## config.mk

```make
export PLATFORM = sky130hd
export DESIGN_NAME = pli_core
export DESIGN_NICKNAME = d
export VERILOG_FILES = /design/src/pli_pkg.sv /design/src/pli_sync.sv /design/src/pli_window.sv /design/src/pli_core.sv
export SDC_FILE = /design/constraint.sdc
export NUM_CORES = 1
export LEC_CHECK = 0
export ABC_CLOCK_PERIOD_IN_PS = 5200
export BUFFER_PORTS_ARGS = -buffer_cell sky130_fd_sc_hd__clkbuf_2
export CORE_ASPECT_RATIO = 2
export CORE_MARGIN = 8
export CORE_UTILIZATION = 30
export DETAILED_ROUTE_END_ITERATION = 6
export MAX_ROUTING_LAYER = met4
export REMOVE_ABC_BUFFERS = 1
export SETUP_SLACK_MARGIN = 0.05
export SYNTH_ARGS = -nofsm -noshare
export SYNTH_HDL_FRONTEND = slang
export SYNTH_SLANG_ARGS = --single-unit
```

## constraint.sdc

```tcl
create_clock -name mclk -period 5.2 [get_ports mclk]
set_input_delay 0.52 -clock mclk [delete_from_list [all_inputs] [get_ports mclk]]
set_output_delay 0.52 -clock mclk [all_outputs]
set_load 0.01 [all_outputs]
```

## src/pli_pkg.sv

```systemverilog
/*
 Shared constants, encodings and carriers of the proximity and ambient result and
 interrupt logic. Assumes nothing of its surroundings.
*/
package pli_pkg;
   // Command codes of the 16-bit registers.
   localparam logic [7:0] CMD_ACONF = 8'h00;
   localparam logic [7:0] CMD_ATHH = 8'h01;
   localparam logic [7:0] CMD_ATHL = 8'h02;
   localparam logic [7:0] CMD_PCONF = 8'h03;
   localparam logic [7:0] CMD_PCONF3 = 8'h04;
   localparam logic [7:0] CMD_PCANC = 8'h05;
   localparam logic [7:0] CMD_PTHL = 8'h06;
   localparam logic [7:0] CMD_PTHH = 8'h07;
   localparam logic [7:0] CMD_PRES = 8'h08;
   localparam logic [7:0] CMD_ARES = 8'h09;
   localparam logic [7:0] CMD_WRES = 8'h0A;
   localparam logic [7:0] CMD_FLAG = 8'h0B;
   localparam int CFG_DEPTH = 8;
   localparam logic [15:0] CFG_RESET = 16'h0000;
   // Field positions.
   localparam int AMB_EN_BIT = 1;
   localparam int AMB_PERS_LO = 2;
   localparam int PRX_PERS_LO = 4;
   localparam int PRX_SEL_LO = 8;
   localparam int TRIG_BIT = 2;
   localparam int FORCE_BIT = 3;
   localparam int MODE_BIT = 14;
   // Interrupt flag byte, bit positions within the high byte.
   localparam int FLG_PROT = 6;
   localparam int FLG_ALO = 5;
   localparam int FLG_AHI = 4;
   localparam int FLG_CLOSE = 1;
   localparam int FLG_AWAY = 0;
   localparam logic [7:0] FLAG_NONE = 8'h00;
   localparam logic [6:0] PLI_SLAVE_ADDR = 7'h60;
   localparam logic [3:0] BITS_BYTE = 4'h8;
   localparam logic [3:0] BIT_LAST = 4'h7;
   // One measurement with its strobe.
   typedef struct packed {
      logic valid;
      logic [15:0] value;
   } pli_sample_s;
   // Serial slave states.
   typedef enum logic [5:0] {
      ST_IDLE = 6'h01,
      ST_ADDR = 6'h02,
      ST_ACK = 6'h04,
      ST_RX = 6'h08,
      ST_TX = 6'h10,
      ST_MACK = 6'h20
   } pli_i2c_e;
endpackage

```

## src/pli_sync.sv

```systemverilog
/*
 Two-stage synchroniser for a group of pin inputs.
 Assumes the inputs are asynchronous to mclk and change slowly against it.
*/
`timescale 1ns/1ns
module pli_sync #(
   parameter int W = 2
) (
   input wire logic mclk,
   input wire logic rstn,
   input wire logic [W-1:0] async_in,
   output logic [W-1:0] sync_out
);
   logic [W-1:0] meta;
   // Each bit passes two flip-flops; the first is read only by the second.
   for (genvar i = 0; i < W; i++) begin : g_bit
      always_ff @(posedge mclk or negedge rstn) begin
         if (!rstn) begin
            meta[i] <= 1'b1;
            sync_out[i] <= 1'b1;
         end else begin
            meta[i] <= async_in[i];
            sync_out[i] <= meta[i];
         end
      end
   end
endmodule // pli_sync

```

## src/pli_window.sv

```systemverilog
/*
 Threshold window with persistence: counts consecutive samples above the high
 threshold or below the low one and pulses an event when the count reaches its target.
 Assumes samples arrive on mclk as one-cycle strobes.
*/
`timescale 1ns/1ns
module pli_window (
   input wire logic mclk,
   input wire logic rstn,
   input wire logic sample_valid,
   input wire logic [15:0] value,
   input wire logic [15:0] high_thr,
   input wire logic [15:0] low_thr,
   input wire logic [3:0] target,
   output logic high_event,
   output logic low_event
);
   logic [3:0] cnt_hi;
   logic [3:0] cnt_lo;
   logic [3:0] inc_hi;
   logic [3:0] inc_lo;
   assign inc_hi = cnt_hi + 4'h1;
   assign inc_lo = cnt_lo + 4'h1;
   // A miss restarts the count; the event fires once, when the run reaches the target.
   always_ff @(posedge mclk or negedge rstn) begin
      if (!rstn) begin
         cnt_hi <= 4'h0;
         cnt_lo <= 4'h0;
         high_event <= 1'b0;
         low_event <= 1'b0;
      end else begin
         high_event <= sample_valid && (value > high_thr) && (inc_hi == target);
         low_event <= sample_valid && (value < low_thr) && (inc_lo == target);
         if (sample_valid) begin
            cnt_hi <= (value > high_thr) ? ((cnt_hi == target) ? cnt_hi : inc_hi) : 4'h0;
            cnt_lo <= (value < low_thr) ? ((cnt_lo == target) ? cnt_lo : inc_lo) : 4'h0;
         end
      end
   end
endmodule // pli_window

```

## src/pli_core.sv

```systemverilog
/*
 Result handling, threshold interrupts and serial register slave of a proximity and
 ambient light sensor. Assumes the front end delivers samples on mclk and that the
 serial pins are synchronised here; the pins are open-drain and pulled up outside.
*/
// How it works
// - Proximity event after 1 to 4 consecutive hits
// - Force mode keeps proximity in standby
// - Trigger write yields exactly one measurement
// - Every command register reads back its contents, except the PCONF3 trigger bit, which reads the pending one-shot
// - Results are two bytes, high and low
// - Crosstalk offset subtracted from raw proximity
// - Enabled events pull the pin low, outside logic mode
// - Registers stay accessible while pin asserted
// - Ambient event above high or below low
// - Close above high, away below low
// - Selection picks close, away, both or none
// - Any flag rising pulls pin low, outside logic mode
// - Reading flags clears them, releases pin outside logic mode
// - Logic mode: pin low while object near
// - Logic mode pin ignores ambient events
// - Logic mode needs a proximity selection
// - Flags hold and block events until read
// - Ambient event after 1,2,4,8 hits
// - Flag byte bit layout fixed
`timescale 1ns/1ns
module pli_core #(
   parameter logic [6:0] SLAVE_ADDR = pli_pkg::PLI_SLAVE_ADDR
) (
   input wire logic mclk,
   input wire logic rstn,
   input wire logic scl_in,
   input wire logic sda_in,
   output logic sda_out,
   output logic sda_oe_n,
   output logic int_n,
   input wire pli_pkg::pli_sample_s prox_raw,
   input wire pli_pkg::pli_sample_s ambient_raw,
   input wire pli_pkg::pli_sample_s white_raw,
   input wire logic prox_protection_event,
   output logic prox_standby,
   output logic prox_meas_request
);
   import pli_pkg::*;

   logic [1:0] pins_s;
   logic scl_s;
   logic sda_s;
   logic scl_d;
   logic sda_d;
   logic scl_rise;
   logic scl_fall;
   logic start_c;
   logic stop_c;
   pli_i2c_e state;
   logic [3:0] bitcnt;
   logic [7:0] shreg;
   logic [1:0] byte_idx;
   logic is_read;
   logic [7:0] cmd;
   logic [7:0] wr_lo;
   logic [7:0] rd_hi;
   logic wr_commit;
   logic [15:0] wr_data;
   logic flag_clear;
   logic [15:0] rd_val;
   logic [7:0] tx_byte;
   logic [15:0] cfg [0:CFG_DEPTH-1];
   logic trig;
   logic trig_set;
   logic force_mode;
   logic prox_take;
   logic [15:0] prox_sub;
   logic [15:0] prox_result;
   logic [15:0] ambient_light_result;
   logic [15:0] white_result;
   logic amb_hi_ev;
   logic amb_lo_ev;
   logic close_ev;
   logic away_ev;
   logic [3:0] amb_target;
   logic [3:0] prx_target;
   logic amb_en;
   logic [1:0] prox_irq_select;
   logic logic_mode;
   logic [7:0] ev;
   logic [7:0] flags;
   logic [7:0] next_flags;
   logic near;

   // Serial pins are asynchronous and pass two flip-flops first.
   pli_sync #(.W(2)) u_sync (
      .mclk(mclk),
      .rstn(rstn),
      .async_in({scl_in, sda_in}),
      .sync_out(pins_s)
   );
   assign scl_s = pins_s[1];
   assign sda_s = pins_s[0];

   // Edge and bus-condition detection on the synchronised pins.
   always_ff @(posedge mclk or negedge rstn) begin
      if (!rstn) begin
         scl_d <= 1'b1;
         sda_d <= 1'b1;
      end else begin
         scl_d <= scl_s;
         sda_d <= sda_s;
      end
   end
   assign scl_rise = scl_s && !scl_d;
   assign scl_fall = !scl_s && scl_d;
   assign start_c = scl_s && scl_d && sda_d && !sda_s;
   assign stop_c = scl_s && scl_d && !sda_d && sda_s;

   // Byte sent to the master: low byte first, then the high byte latched with it.
   assign tx_byte = (byte_idx == 2'h0) ? rd_val[7:0] : rd_hi;
   assign wr_data = {shreg, wr_lo};

   // Serial slave: address, command code, then data low byte and high byte.
   always_ff @(posedge mclk or negedge rstn) begin
      if (!rstn) begin
         state <= ST_IDLE;
         bitcnt <= 4'h0;
         shreg <= 8'h00;
         byte_idx <= 2'h0;
         is_read <= 1'b0;
         cmd <= 8'h00;
         wr_lo <= 8'h00;
         rd_hi <= 8'h00;
         wr_commit <= 1'b0;
         flag_clear <= 1'b0;
         sda_oe_n <= 1'b1;
      end else begin
         wr_commit <= 1'b0;
         flag_clear <= 1'b0;
         if (start_c) begin
            state <= ST_ADDR;
            bitcnt <= 4'h0;
            byte_idx <= 2'h0;
            sda_oe_n <= 1'b1;
         end else if (stop_c) begin
            state <= ST_IDLE;
            sda_oe_n <= 1'b1;
         end else begin
            case (state)
               ST_ADDR, ST_RX: begin
                  if (scl_rise && bitcnt != BITS_BYTE) begin
                     shreg <= {shreg[6:0], sda_s};
                     bitcnt <= bitcnt + 4'h1;
                  end else if (scl_fall && bitcnt == BITS_BYTE) begin
                     if (state == ST_ADDR) begin
                        if (shreg[7:1] == SLAVE_ADDR) begin
                           state <= ST_ACK;
                           sda_oe_n <= 1'b0;
                           is_read <= shreg[0];
                        end else begin
                           state <= ST_IDLE;
                        end
                     end else begin
                        state <= ST_ACK;
                        sda_oe_n <= 1'b0;
                        if (byte_idx == 2'h0) begin
                           cmd <= shreg;
                        end else if (byte_idx == 2'h1) begin
                           wr_lo <= shreg;
                        end else if (byte_idx == 2'h2) begin
                           wr_commit <= 1'b1;
                        end
                        if (byte_idx != 2'h3) begin
                           byte_idx <= byte_idx + 2'h1;
                        end
                     end
                  end
               end
               ST_ACK, ST_MACK: begin
                  if (state == ST_MACK && scl_rise && sda_s) begin
                     state <= ST_IDLE;
                  end else if (scl_fall) begin
                     bitcnt <= 4'h0;
                     if (is_read) begin
                        state <= ST_TX;
                        shreg <= tx_byte;
                        sda_oe_n <= tx_byte[7];
                        if (byte_idx == 2'h0) begin
                           rd_hi <= rd_val[15:8];
                        end else if (byte_idx == 2'h1 && cmd == CMD_FLAG) begin
                           flag_clear <= 1'b1;
                        end
                        if (byte_idx != 2'h3) begin
                           byte_idx <= byte_idx + 2'h1;
                        end
                     end else begin
                        state <= ST_RX;
                        sda_oe_n <= 1'b1;
                     end
                  end
               end
               ST_TX: begin
                  if (scl_fall) begin
                     if (bitcnt == BIT_LAST) begin
                        state <= ST_MACK;
                        sda_oe_n <= 1'b1;
                     end else begin
                        shreg <= {shreg[6:0], 1'b0};
                        sda_oe_n <= shreg[6];
                        bitcnt <= bitcnt + 4'h1;
                     end
                  end
               end
               default: begin
                  state <= ST_IDLE;
                  sda_oe_n <= 1'b1;
               end
            endcase
         end
      end
   end

   // The open-drain data pin only ever drives low.
   always_ff @(posedge mclk or negedge rstn) begin
      if (!rstn) begin
         sda_out <= 1'b0;
      end else begin
         sda_out <= 1'b0;
      end
   end

   // Configuration registers, one storage word per command code.
   for (genvar i = 0; i < CFG_DEPTH; i++) begin : g_cfg
      always_ff @(posedge mclk or negedge rstn) begin
         if (!rstn) begin
            cfg[i] <= CFG_RESET;
         end else if (wr_commit && cmd == 8'(i)) begin
            cfg[i] <= wr_data;
         end
      end
   end

   // Read multiplexer; every register returns its current contents, except the trigger bit, which returns the pending one-shot.
   always_comb begin
      rd_val = 16'h0000;
      if (cmd < 8'(CFG_DEPTH)) begin
         rd_val = cfg[cmd[2:0]];
      end
      case (cmd)
         CMD_PCONF3: rd_val[TRIG_BIT] = trig;
         CMD_PRES: rd_val = prox_result;
         CMD_ARES: rd_val = ambient_light_result;
         CMD_WRES: rd_val = white_result;
         CMD_FLAG: rd_val = {flags, 8'h00};
         default: rd_val = rd_val;
      endcase
   end

   // Configuration fields.
   assign amb_en = cfg[CMD_ACONF[2:0]][AMB_EN_BIT];
   assign amb_target = 4'h1 << cfg[CMD_ACONF[2:0]][AMB_PERS_LO+:2];
   assign prx_target = {2'b00, cfg[CMD_PCONF[2:0]][PRX_PERS_LO+:2]} + 4'h1;
   assign prox_irq_select = cfg[CMD_PCONF[2:0]][PRX_SEL_LO+:2];
   assign force_mode = cfg[CMD_PCONF3[2:0]][FORCE_BIT];
   assign logic_mode = cfg[CMD_PCONF3[2:0]][MODE_BIT] && (prox_irq_select != 2'b00);

   // One-shot request: set by a trigger write in force mode, cleared by the sample taken.
   assign trig_set = wr_commit && cmd == CMD_PCONF3 && wr_data[TRIG_BIT] && wr_data[FORCE_BIT];
   assign prox_take = prox_raw.valid && (!force_mode || trig);
   always_ff @(posedge mclk or negedge rstn) begin
      if (!rstn) begin
         trig <= 1'b0;
         prox_meas_request <= 1'b0;
         prox_standby <= 1'b0;
      end else begin
         prox_meas_request <= trig_set;
         prox_standby <= force_mode;
         if (trig_set) begin
            trig <= 1'b1;
         end else if (prox_take) begin
            trig <= 1'b0;
         end
      end
   end

   // Crosstalk offset removed, clamped at zero so a small reading cannot wrap.
   always_comb begin
      prox_sub = 16'h0000;
      if (prox_raw.value > cfg[CMD_PCANC[2:0]]) begin
         prox_sub = prox_raw.value - cfg[CMD_PCANC[2:0]];
      end
   end

   // Result registers.
   always_ff @(posedge mclk or negedge rstn) begin
      if (!rstn) begin
         prox_result <= 16'h0000;
         ambient_light_result <= 16'h0000;
         white_result <= 16'h0000;
      end else begin
         if (prox_take) begin
            prox_result <= prox_sub;
         end
         if (ambient_raw.valid) begin
            ambient_light_result <= ambient_raw.value;
         end
         if (white_raw.valid) begin
            white_result <= white_raw.value;
         end
      end
   end

   // Ambient window with persistence.
   pli_window u_amb_win (
      .mclk(mclk),
      .rstn(rstn),
      .sample_valid(ambient_raw.valid),
      .value(ambient_raw.value),
      .high_thr(cfg[CMD_ATHH[2:0]]),
      .low_thr(cfg[CMD_ATHL[2:0]]),
      .target(amb_target),
      .high_event(amb_hi_ev),
      .low_event(amb_lo_ev)
   );

   // Proximity window with persistence on the corrected value.
   pli_window u_prx_win (
      .mclk(mclk),
      .rstn(rstn),
      .sample_valid(prox_take),
      .value(prox_sub),
      .high_thr(cfg[CMD_PTHH[2:0]]),
      .low_thr(cfg[CMD_PTHL[2:0]]),
      .target(prx_target),
      .high_event(close_ev),
      .low_event(away_ev)
   );

   // Enabled events in flag-byte positions.
   always_comb begin
      ev = FLAG_NONE;
      ev[FLG_PROT] = prox_protection_event;
      ev[FLG_ALO] = amb_lo_ev && amb_en;
      ev[FLG_AHI] = amb_hi_ev && amb_en;
      ev[FLG_CLOSE] = close_ev && prox_irq_select[0];
      ev[FLG_AWAY] = away_ev && prox_irq_select[1];
   end

   // Flags hold until read; while any is set new events are ignored, but an
   // event landing on the clearing read is kept.
   always_comb begin
      next_flags = flags;
      if (flag_clear) begin
         next_flags = ev;
      end else if (flags == FLAG_NONE) begin
         next_flags = ev;
      end
   end

   // Flags, near state and the interrupt pin.
   always_ff @(posedge mclk or negedge rstn) begin
      if (!rstn) begin
         flags <= FLAG_NONE;
         near <= 1'b0;
         int_n <= 1'b1;
      end else begin
         flags <= next_flags;
         if (close_ev) begin
            near <= 1'b1;
         end else if (away_ev) begin
            near <= 1'b0;
         end
         if (logic_mode) begin
            int_n <= !near;
         end else begin
            int_n <= (flags == FLAG_NONE);
         end
      end
   end
endmodule // pli_core

```

==> Yosys cells after proc, flatten, opt, wreduce, memory -nomap -nowiden <==
Index checks and enable logic that the tools add are counted.
{ "totals": {"regBits": 263, "input_bits": 56, "out_inout_bits": 5, "elab_cells": 282} }
{ "classes": {"add_sub_neg": 8, "n_lt_le_gt_ge": 7, "eq_ne": 59, "n_shift": 1, "n_mux": 90, "bitwise_logic": 7, "reduce_logical": 68} }
{ "op_table": {"columns": ["cell", "count"], "rows": [
  ["$mux W8", 9],
  ["$mux W16", 4],
  ["$mux W4", 15],
  ["$mux W6", 9],
  ["$pmux W13 S4", 1],
  ["$bmux W16 S3", 1],
  ["$gt A16 B16 Y1", 3],
  ["$logic_and A1 B1 Y1", 36],
  ["$mux W1", 33],
  ["$eq A8 B3 Y1 const B", 4],
  ["$eq A8 B4 Y1 const B", 4],
  ["$lt A16 B16 Y1", 2],
  ["$ne A4 B4 Y1 const B", 7],
  ["$reduce_and A7 Y1", 4],
  ["$ne A3 B3 Y1 const B", 9],
  ["$ne A2 B2 Y1 const B", 12],
  ["$pmux W8 S3", 1],
  ["$add A4 B1 Y4 const B", 5],
  ["$mux W2", 9],
  ["$pmux W6 S3", 1],
  ["$eq A4 B3 Y1", 4],
  ["$eq A4 B4 Y1", 4],
  ["$eq A8 B2 Y1 const B", 2],
  ["$logic_not A8 Y1", 2],
  ["other kinds (39)", 59]
]} }

==> Logic depth before layout (Yosys ltp) <==
Gate-level depths: netlist of the first run.
{ "depth": {"ltp_word": 13, "ltp_mapped": 22, "ltp_nobuf": 20} }

==> Cells and area by module <==
Synthesis of the first run repeated with hierarchy kept, for this count alone.
{ "hier_totals": {"cells_unflattened": 1345, "hier_area_um2": 14833.0} }
{ "by_module_without_submodules": {"columns": ["module", "instances", "cells_each", "area_each_um2", "seq_area_each_um2"], "rows": [
  ["pli_core", 1, 985, 11862.6, 5886.9],
  ["pli_window", 2, 178, 1432.6, 250.2],
  ["pli_sync", 1, 4, 105.1, 105.1]
]} }

==> Worst setup path before layout of the first run <==
OpenSTA, ideal clock, no wires.
{ "synth_path": {"kind": "input port to flip-flop", "from": "input port prox_raw[0] in the netlist's numbering", "to": "register u_prx_win.cnt_hi[1]", "setup_ns": 0.125, "arrival_ns": 4.040, "t_required_ns": 5.075, "slack_ns": 1.035, "path_stages": 22, "n_path_buf": 2, "cell_sequence": "inv_1 -> ha_1 -> inv_1 -> fa_1 -> nand3_1 -> a21oi_1 -> or3_1 -> a21oi_1 -> o21ai_1 -> o31ai_1 -> buf_2 -> buf_2 -> nor2_1 -> ha_1 -> a21o_1 -> a21o_1 -> a211o_1 -> o211ai_1 -> nand4_1 -> nand2_1 -> o21a_1 -> o22ai_1"} }
{ "synth_between": {"elab_chain_len": 5, "word_cells_on_any_way": 7, "cone_classes": "1 x add/sub; 2 x order compare; 1 x eq/ne; 2 x mux; 1 x reduce/logical"} }
{ "synth_rtl": {"columns": ["item", "line_no", "rtl"], "rows": [
  ["start: declaration", "pli_core.sv:37", "input wire pli_pkg::pli_sample_s prox_raw,"],
  ["$sub A16 B16 Y16 or $gt A16 B16 Y1 (tied branches)", "pli_core.sv:287, pli_core.sv:286", null],
  ["$mux W16 (*)", "pli_core.sv:286", "if (prox_raw.value > cfg[CMD_PCANC[2:0]]) begin"],
  ["net prox_sub[9]", "pli_core.sv:73", "logic [15:0] prox_sub;"],
  ["$gt A16 B16 Y1 (*)", "pli_window.sv:35", "cnt_hi <= (value > high_thr) ? ((cnt_hi == target) ? cnt_hi : inc_hi) : 4'h0;"],
  ["$ne A2 B2 Y1 (no source line)", null, null],
  ["$reduce_and A2 Y1 (no source line)", null, null],
  ["end signal: assignment", "pli_window.sv:35", null],
  ["end: declaration", "pli_window.sv:18", "logic [3:0] cnt_hi;"]
]} }
The timed path passes the listed nets; every way through them passes the cells marked *.
A chain may end at the register's enable or synchronous reset.

==> Final worst setup path of the first run <==
{ "layout_path": {"from": "register cfg[33] in the netlist's numbering", "to": "register u_prx_win.cnt_lo[0]"} }
{ "layout_between": {"elab_chain_len": 5, "word_cells_on_any_way": 7, "cone_classes": "1 x add/sub; 2 x order compare; 1 x eq/ne; 2 x mux; 1 x reduce/logical"} }
{ "layout_rtl": {"columns": ["item", "line_no", "rtl"], "rows": [
  ["start: declaration", "pli_core.sv:68", "logic [15:0] cfg [0:CFG_DEPTH-1];"],
  ["start signal: indexed assignment", "pli_core.sv:235", "cfg[i] <= wr_data;"],
  ["$sub A16 B16 Y16 or $gt A16 B16 Y1 (tied branches)", "pli_core.sv:287, pli_core.sv:286", null],
  ["$mux W16 (*)", "pli_core.sv:286", null],
  ["net prox_sub[15]", "pli_core.sv:73", null],
  ["$lt A16 B16 Y1 (*)", "pli_window.sv:36", "cnt_lo <= (value < low_thr) ? ((cnt_lo == target) ? cnt_lo : inc_lo) : 4'h0;"],
  ["$ne A2 B2 Y1 (no source line)", null, null],
  ["$reduce_and A2 Y1 (no source line)", null, null],
  ["end signal: assignment", "pli_window.sv:36", null],
  ["end: declaration", "pli_window.sv:19", "logic [3:0] cnt_lo;"]
]} }
Marks and branches as above.

==> impl_metrics.json, run 1 <==
{
  "num_rows": 114,
  "fp.dieW_um": 172,
  "swShare_pct": 29.3,
  "avgSynthCellArea_sq_um": 10.5,
  "routed_wirelength_um": 44200,
  "switchingPower_mw": 1.39,
  "clock_latency_ns": 0.54,
  "synthAdderAreaFrac_pct": 7.73,
  "start_kind": "register",
  "avgViaCountPerCell": 5.27,
  "cp_max_fo": 5,
  "synth_top_area_share_pct": 42.7,
  "period_needed_ns": 4.78,
  "critical_path_buf_inv_count": 2,
  "gp_congestion": 0.913,
  "criticalPathCategory": "reg2reg",
  "cts_resized": 0,
  "grt_use_total_pct": 16.4,
  "ys_warn_count": 0,
  "finalHoldViolations": 0,
  "dp_hpwl_um": 34200,
  "clk_pin_slew_ns": 0.07,
  "synthSimpleGateAreaFrac_pct": 11.7,
  "cts_htree_levels": 1,
  "fin_cells": 2083,
  "initial_utilization_pct": 30.3,
  "synth_compound_area_share_pct": 12.1,
  "via_count": 10968,
  "max_freq_mhz": 209,
  "netlist_instances": 1400,
  "fin_ws_ns": 0.416,
  "grt_max_degree": 123,
  "async_reset_ff_share_pct": 100,
  "tritoncts": "built",
  "final_nets": 1574,
  "ios": 61,
  "grt_pass1_wl_um": 68700,
  "clock_sinks": 259,
  "power_density_nw_per_um2": 290,
  "setup_violations": 0,
  "intPower_mw": 3.35,
  "ir_drop_v": 0.000153,
  "antenna_found_initial": 0,
  "ant_nets": 0,
  "rsz0062_at_grt": "no",
  "drive_above_1_share_pct": 20.6,
  "crit_path_end_kind": "register",
  "power_leakage_nw": 7.05,
  "synth_xor_area_share_pct": 1.67,
  "worstPathRequired_ns": 5.68,
  "firstDrtPassIters": 5,
  "initialDrtViolationCount": 599,
  "worstPathCellList": "inv_1 -> ha_1 -> nor2b_1 -> o31a_1 -> o31a_1 -> nand2b_1 -> a221o_1 -> a311oi_2 -> xor2_1 -> nor2_1 -> ha_1 -> nand2_1 -> nor3_1 -> a221oi_1 -> buf_4 -> o2111ai_1 -> and2_1 -> nor2_1 -> mux2_2",
  "cts_buffers": 23,
  "synth_cell_types": 69,
  "outcome": "completed",
  "arrival_ns": 5.26,
  "post_dp_cell_area_sq_um": 15600,
  "synth_seq_area_share_pct": 44.3,
  "synth.area.mux_share_pct": 17.9,
  "setup_tns_ns": 0,
  "period_share_pct": 92.0,
  "grt.overflow.total": 0,
  "slew_headroom_pct": 14.8,
  "pre_cts_slack_ns": 0.306,
  "pwr-share-seq_pct": 47.9,
  "hold-worst-slack_ns": 0.0304,
  "clockRootBuffer": "clkbuf_16",
  "rrSetupSlack_ns": 0.42,
  "yosys_register_bits": 259,
  "synth_top_family_by_area": "multiplexers",
  "fp.coreArea_sq_um": 48400,
  "cp_top_family": "compound AO/OA/AOI/OAI gates",
  "max_stage_delay_ns": 0.38,
  "netlist_top_cells_area": "dfrtp_1 43%, mux2_2 9.7%, ha_1 7.6%, mux4_2 5.5%, o21ai_0 4.0%",
  "syn_area_sq_um": 14700,
  "synth_ff_type": "dfrtp_1",
  "cts_max_path_buffers": 3,
  "syn_to_final_growth_pct": 11.4,
  "yosys.area.top_type": "dfrtp_1",
  "tightest_slew_ns": 1.27,
  "fin_skew_ns": 0.0153,
  "die_area_sq_um": 56600,
  "diodes": 0,
  "port_buffers": 59,
  "wl_per_cell_um": 21.2,
  "fin_area_sq_um": 16300,
  "p_comb_share_pct": 16.5,
  "die_y_um": 329,
  "drc": 0,
  "slew_viol_final": 0,
  "worst_path_max_delay_cell": "dfrtp_1",
  "hold_path_class": "in2async",
  "dp.cells": 2041,
  "drv_cap": 0,
  "synth_edf_count": 0,
  "grt_pass1_vias": 11553,
  "post_cts_buffers": 0,
  "cts.hold.buffers_added": 0,
  "pwr-share-clk_pct": 35.6
}
[worst paths after layout]
check,cells past startpoint,endpoint,start
max,19,u_prx_win.cnt_lo[0]$_DFFE_PN0P_,cfg[33]$_DFFE_PN0P_
max reg2reg,19,u_prx_win.cnt_lo[0]$_DFFE_PN0P_,cfg[33]$_DFFE_PN0P_
min,1,u_prx_win.cnt_lo[0]$_DFFE_PN0P_,rstn
min in group mclk,1,u_sync.meta[1]$_DFF_PN1_,scl_in
min reg2reg,0,u_sync.sync_out[1]$_DFF_PN1_,u_sync.meta[1]$_DFF_PN1_
max in group asynchronous,2,state[0]$_DFFE_PN1P_,rstn
[power by group through the flow]
stage          logic, mW  clock network [mW]  registers [mW]
2_1_floorplan      0.532                   0            2.26
3_3_place_gp       0.769                   0            2.31
3_5_place_dp       0.788                   0            2.31
4_1_cts            0.792                1.73            2.27
5_1_grt            0.884                1.80            2.29
6_report           0.785                1.69            2.27
[registers in the layout, indices dropped and copies added, names as in the netlist, 8 cells and up]
name and count:
ambient_light_result 16, cfg 126, cmd 8, prox_result 16, rd_hi 8, shreg 8, white_result 16, wr_lo 8
[routing by layer]
layer | GRT usage (%) | wire length (um)
met5 | - | 0
met4 | 10.2 | 3120
met3 | 1.09 | 1220
met2 | 29.4 | 23500
met1 | 17.1 | 16400
[cells in the final DEF, fill, tap and decap left out, drive strengths merged, types with 13 or more instances in the layout]
cell / instances
o21ai: 128
a21o: 16
nand4: 19
nand3: 25
dfrtp: 250
mux2i: 19
xnor2: 18
ha: 89
nor2: 70
mux2: 144
a21oi: 44
inv: 105
buf: 16
mux4: 36
nand2: 151
nor2b: 15
o211ai: 13
nor3: 23
clkbuf: 91
[stage by stage]
step / total power [mW] / util (%)
floorplan: 2.79 / -
global placement: 3.07 / 32.3
detailed placement: 3.10 / 32.3
CTS: 4.79 / 33.8
global route: 4.97 / 33.8
finish: 4.74 / 33.8
[Yosys cell counts (10+ instances only)]
cell	count
dfrtp_1	250
nand2_1	151
mux2_2	126
o21ai_0	116
inv_1	101
ha_1	89
nor2_1	69
clkbuf_1	48
a21oi_1	44
mux4_2	36
nand3_1	25
nor3_1	21
mux2i_1	19
nand4_1	19
buf_2	18
mux2_1	18
xnor2_1	18
a21o_1	16
nor2b_1	15
o211ai_1	13
a22o_1	12
o21a_1	12
o21ai_1	12
o31ai_1	12
xor2_1	10
[cells by family (layout without fill, tap and decap cells)]
kind of cell               Yosys count  count (layout)
AOI/OAI and AO/OA                  288             288
xor gates and xnor gates            28              28
adders and majority gates           90              90
buffers and inverters              174             219
DFF                                259             259
muxes                              199             199
other                                1               1
and+or+nand+nor                    361             361
[area by class of cell]
class	instances	area, sq um
clock inverters	9	62.6
well taps	638	798
flip-flops and latches	259	6490
multi-input cells	967	7520
repair buffers	74	430
inverters	103	387
fillers	4875	32000
clock buffers	33	653
Power figures use the tool's default switching activity.
==> inputs of run 2 (changes only) <==
- CORE_ASPECT_RATIO: 2 -> 0.75
==> run 2 against run 1 <==
Register-to-register slack improved by 0.17 ns. Final area up 1.0%. Largest cell class unchanged. Critical endpoint unchanged. Global-route usage down 1.1 points. Clock-buffer cell count up 3. Wire length shrank 2.8%. Highest routed layer unchanged. Power up 5.6%. Clock skew up 0.0057 ns. Core utilization rose by 0.23 points. Sequential power hardly changed. Final cell count rose by 0.67%.
==> impl_metrics.json, run 2 (synthesized netlist as in run 1, its figures left out) <==
{
  "via_count": 11039,
  "routed_wirelength_um": 43000,
  "final_common_cell": "dfrtp_1",
  "tritoncts": "built",
  "clock_sinks": 259,
  "grt_pass1_wl_um": 66200,
  "die_area_sq_um": 56300,
  "pwr-share-clk_pct": 39.0,
  "gp_congestion": 0.929,
  "drc": 0,
  "port_buffers": 59,
  "grt.overflow.total": 0,
  "dp_hpwl_um": 32000,
  "firstDrtPassIters": 5,
  "cts_max_path_buffers": 3,
  "fp.coreArea_sq_um": 48500,
  "outcome": "completed",
  "clock_latency_ns": 0.56,
  "drv_cap": 0,
  "fp.dieW_um": 271,
  "slew_headroom_pct": 14.5,
  "antenna_found_initial": 2,
  "wl_per_cell_um": 20.5,
  "grt_use_total_pct": 15.3,
  "setup_violations": 0,
  "ant_nets": 0,
  "arrival_ns": 5.11,
  "switchingPower_mw": 1.42,
  "initial_utilization_pct": 30.2,
  "grt_pass1_vias": 10829,
  "ios": 61,
  "intPower_mw": 3.58,
  "criticalPathCategory": "reg2reg",
  "hold_path_class": "in2reg",
  "power_leakage_nw": 7.11,
  "post_cts_buffers": 0,
  "start_kind": "register",
  "final_nets": 1576,
  "clockRootBuffer": "clkbuf_16",
  "syn_to_final_growth_pct": 12.6,
  "p_comb_share_pct": 15.6,
  "rrSetupSlack_ns": 0.59,
  "crit_path_end_kind": "register",
  "die_y_um": 207,
  "ir_drop_v": 0.000271,
  "fin_ws_ns": 0.589,
  "swShare_pct": 28.4,
  "period_needed_ns": 4.61,
  "pwr-share-seq_pct": 45.4,
  "worstPathRequired_ns": 5.70,
  "period_share_pct": 88.7,
  "fin_skew_ns": 0.0210,
  "cts_htree_levels": 1,
  "num_rows": 70,
  "initialDrtViolationCount": 940,
  "cts_buffers": 26,
  "drive_above_1_share_pct": 20.7,
  "tightest_slew_ns": 1.28,
  "pre_cts_slack_ns": 0.423,
  "power_density_nw_per_um2": 303,
  "clk_pin_slew_ns": 0.07,
  "hold-worst-slack_ns": 0.0534,
  "setup_tns_ns": 0,
  "regMostFlops": "cfg",
  "p_total_mw": 5.01,
  "largest_register_ffs": 126,
  "rsz0062_at_grt": "no",
  "slew_viol_final": 0,
  "cp_max_fo": 10,
  "avgViaCountPerCell": 5.26,
  "finalHoldViolations": 0,
  "max_freq_mhz": 217,
  "grt_max_degree": 130,
  "final_cell_mix": "248 x dfrtp_1, 151 x nand2_1, 126 x mux2_2"
}
-- run 2: cell count changes in the layout (fill, tap and decap cells not counted), sizes merged --
cell / change
dlygate4sd3: +1
inv: -1
clkbuf: +3
bufinv: +3
clkinv: -1
diode: +1
buf: -2
-- run 2: layout make-up --
| type | instances | area, sq um |
|---|---|---|
| Antenna cell | 1 | 2.50 |
| Sequential cell | 259 | 6490 |
| Inverter | 103 | 387 |
| Clock buffer | 36 | 718 |
| Multi-Input combinational cell | 967 | 7530 |
| Clock inverter | 10 | 146 |
| Fill cell | 4915 | 32000 |
| Timing Repair Buffer | 73 | 425 |
| Tap cell | 648 | 811 |
-- run 2: what timing repair did --
item                                   CTS  global route
endpoints found under the hold margin   48             0
gates resized for setup                  0             0
hold buffers                             1             0
-- run 2: critical path, stage by stage (launching register included) --
cell       delay (ns)
dfrtp_1          0.40
ha_1             0.18
inv_1            0.06
fa_1             0.40
nand3_1          0.14
a21oi_1          0.10
or3_1            0.42
a21oi_1          0.22
o21ai_1          0.15
o31ai_2          0.23
nor3_1           0.21
ha_1             0.34
a21oi_1          0.15
o21ai_0          0.13
nor4b_1          0.52
o2111ai_1        0.19
and2_1           0.25
nor2_1           0.25
mux2_2           0.20
-- run 2: worst paths after layout --
path | start | endpoint | depth (start not counted)
max | cfg[32]$_DFFE_PN0P_ | u_prx_win.cnt_lo[0]$_DFFE_PN0P_ | 18
min | scl_in | u_sync.meta[1]$_DFF_PN1_ | 1
max reg2reg | cfg[32]$_DFFE_PN0P_ | u_prx_win.cnt_lo[0]$_DFFE_PN0P_ | 18
min reg2reg | u_sync.meta[1]$_DFF_PN1_ | u_sync.sync_out[1]$_DFF_PN1_ | 0
max in group asynchronous | rstn | shreg[4]$_DFFE_PN0P_ | 3
min in group asynchronous | rstn | state[5]$_DFFE_PN0P_ | 2
-- run 2: stage by stage --
stage	cells	cell area, sq um	util [%]
3_5_place_dp	2049	15600	32.2
3_3_place_gp	2049	15600	32.2
4_1_cts	2096	16500	34.0
5_1_grt	2097	16500	34.0
2_1_floorplan	1329	14400	-
6_report	2097	16500	34.0
-- run 2: power by group through the flow --
stage          sequential (mW)  clock [mW]  combinational [mW]
6_report                  2.28        1.95               0.779
5_1_grt                   2.29        2.09               0.875
4_1_cts                   2.27        1.99               0.776
3_5_place_dp              2.31           0               0.770
3_3_place_gp              2.30           0               0.743
2_1_floorplan             2.26           0               0.532
-- run 2: metal layers --
metal	routed length [um]	track usage [%]	part of all wire (%)
met5	0	-	0
met2	18500	21.9	43
met3	2750	2.76	6.4
met4	856	2.88	2.0
met1	20900	22.6	49
==> inputs of run 3 (changes only) <==
- CELL_PAD_IN_SITES_DETAIL_PLACEMENT: unset -> 1
- CELL_PAD_IN_SITES_GLOBAL_PLACEMENT: unset -> 1
- CORE_UTILIZATION: 30 -> 50
- PLACE_DENSITY_LB_ADDON: unset -> 0.1
==> run 3 against run 2 <==
Sequential share of layout area up 0.53 points. Non-clock buffer count unchanged. Critical path depth up 1. Critical path type unchanged. Highest routed layer unchanged. Clock-buffer cell count up 5. Clock skew down 0.0080 ns.
==> impl_metrics.json, run 3 (synthesized netlist as in run 1, its figures left out) <==
{
  "wl_met3_um": 2760,
  "p_comb_share_pct": 15.3,
  "rsz0062_at_grt": "no",
  "fin_cells": 1850,
  "criticalPathCategory": "reg2reg",
  "final_cell_mix": "248 x dfrtp_1, 151 x nand2_1, 126 x mux2_2",
  "pre_cts_slack_ns": 0.361,
  "switchingPower_mw": 1.46,
  "period_share_pct": 89.9,
  "seqCellArea_sq_um": 6490,
  "max_stage_delay_ns": 0.42,
  "fin_skew_ns": 0.0130,
  "hold_path_class": "in2reg",
  "routed.top_layer": "met4",
  "cts_resized": 0,
  "cts_buffers": 28,
  "m1WireLength_um": 22000,
  "initial_utilization_pct": 50.6,
  "drc": 0,
  "p_total_mw": 5.15,
  "critical_path_buf_inv_count": 2,
  "finalHoldViolations": 0,
  "antenna_found_initial": 5,
  "slew_viol_final": 0,
  "clk_pin_slew_ns": 0.06,
  "cp_max_fo": 11,
  "via_count": 11318,
  "hold-worst-slack_ns": 0.0406,
  "post_dp_cell_area_sq_um": 15300,
  "die_y_um": 164,
  "grt.overflow.total": 0,
  "intPower_mw": 3.69,
  "dp.cells": 1793,
  "final_common_cell": "dfrtp_1",
  "setup_violations": 0,
  "pwr-share-seq_pct": 44.3,
  "worstPathRequired_ns": 5.65,
  "fp.coreArea_sq_um": 29000,
  "largest_register_ffs": 126,
  "outcome": "completed",
  "clock_sinks": 259,
  "fp.dieW_um": 214,
  "worst_path_max_delay_cell": "or3_1",
  "start_kind": "register",
  "power_leakage_nw": 7.17,
  "final_core_util_pct": 56.2,
  "setup_tns_ns": 0,
  "ant_nets": 0,
  "cts_max_path_buffers": 3,
  "syn_to_final_growth_pct": 11.1,
  "ios": 61,
  "slew_headroom_pct": 21.7,
  "cp_top_family": "simple AND/OR/NAND/NOR gates",
  "grt_max_degree": 136,
  "gp_congestion": 0.910,
  "drive_above_1_share_pct": 21.2,
  "power_density_nw_per_um2": 316,
  "arrival_ns": 5.13,
  "grt_pass1_vias": 11825,
  "grt_use_total_pct": 27.7,
  "firstDrtPassIters": 5,
  "num_rows": 54,
  "fin_area_sq_um": 16300,
  "tightest_slew_ns": 1.17,
  "clock_latency_ns": 0.57,
  "final_nets": 1578,
  "worstPathCellList": "ha_1 -> inv_1 -> fa_1 -> nand3_1 -> a21oi_1 -> or3_1 -> a21oi_1 -> o21ai_1 -> o31ai_2 -> buf_4 -> nor2_1 -> ha_1 -> nor2_1 -> nor3_1 -> a221oi_1 -> o2111ai_1 -> and2_1 -> nor2_1 -> nor4bb_1",
  "regMostFlops": "cfg",
  "ir_drop_v": 0.000259,
  "wl_per_cell_um": 25.0,
  "dp_hpwl_um": 33500,
  "clockRootBuffer": "clkbuf_16",
  "period_needed_ns": 4.68,
  "swShare_pct": 28.3,
  "avgViaCountPerCell": 6.12,
  "cpMostUsedCell": "nor2_1",
  "max_freq_mhz": 214,
  "nFillCells": 3120,
  "routed_wirelength_um": 46300,
  "fin_ws_ns": 0.524,
  "drv_cap": 0,
  "crit_path_end_kind": "register",
  "tritoncts": "built",
  "die_area_sq_um": 35100,
  "grt_pass1_wl_um": 72200,
  "dr_wl_met2_um": 20300,
  "pwr-share-clk_pct": 40.4,
  "initialDrtViolationCount": 951,
  "cts_htree_levels": 1,
  "port_buffers": 59,
  "multiInputGateArea_sq_um": 7530
}
run 3: changes by cell type in the layout (fill, tap and decap cells not counted), sizes merged:
cell,before,now
bufinv,3,2
clkinv,5,8
clkbuf,94,99
inv,104,102
diode,1,5
run 3: power by group through the flow:
stage | registers (mW) | logic [mW] | clock network (mW)
after CTS | 2.28 | 0.787 | 2.12
after global routing | 2.30 | 0.883 | 2.18
after floorplan | 2.26 | 0.532 | 0
after detailed placement | 2.31 | 0.777 | 0
after global placement | 2.31 | 0.744 | 0
final | 2.28 | 0.786 | 2.08
run 3: final cells by class:
type,count,area share [%]
multi-input combinational,967,46.2
clock inverter,10,0.630
tap,392,3.01
inverter,103,2.37
antenna,5,0.0768
clock buffer,41,5.22
sequential,259,39.9
timing repair buffer,73,2.61
run 3: path summary, 6_finish.rpt:
path | start | end | slack, ns | depth (start not counted)
min | sda_in | u_sync.meta[0]$_DFF_PN1_ | 0.04 | 1
max in group asynchronous | rstn | cmd[1]$_DFFE_PN0P_ | 3.45 | 3
min reg2reg | u_sync.meta[1]$_DFF_PN1_ | u_sync.sync_out[1]$_DFF_PN1_ | 0.36 | 0
max reg2reg | cfg[32]$_DFFE_PN0P_ | u_prx_win.low_event$_DFF_PN0_ | 0.52 | 19
max | cfg[32]$_DFFE_PN0P_ | u_prx_win.low_event$_DFF_PN0_ | 0.52 | 19
min in group asynchronous | rstn | white_result[3]$_DFFE_PN0P_ | 0.51 | 2
run 3: timing repair:
| item | CTS | global route |
|---|---|---|
| hold buffers | 1 | 0 |
| buffers inserted | 0 | 0 |
| hold endpoints to repair | 71 | 0 |
run 3: routing by layer:
layer | track usage, % | up-vias
li1 | - | 5083
met2 | 40.0 | 338
met5 | - | -
met4 | 7.80 | 0
met3 | 5.23 | 82
met1 | 39.4 | 5815
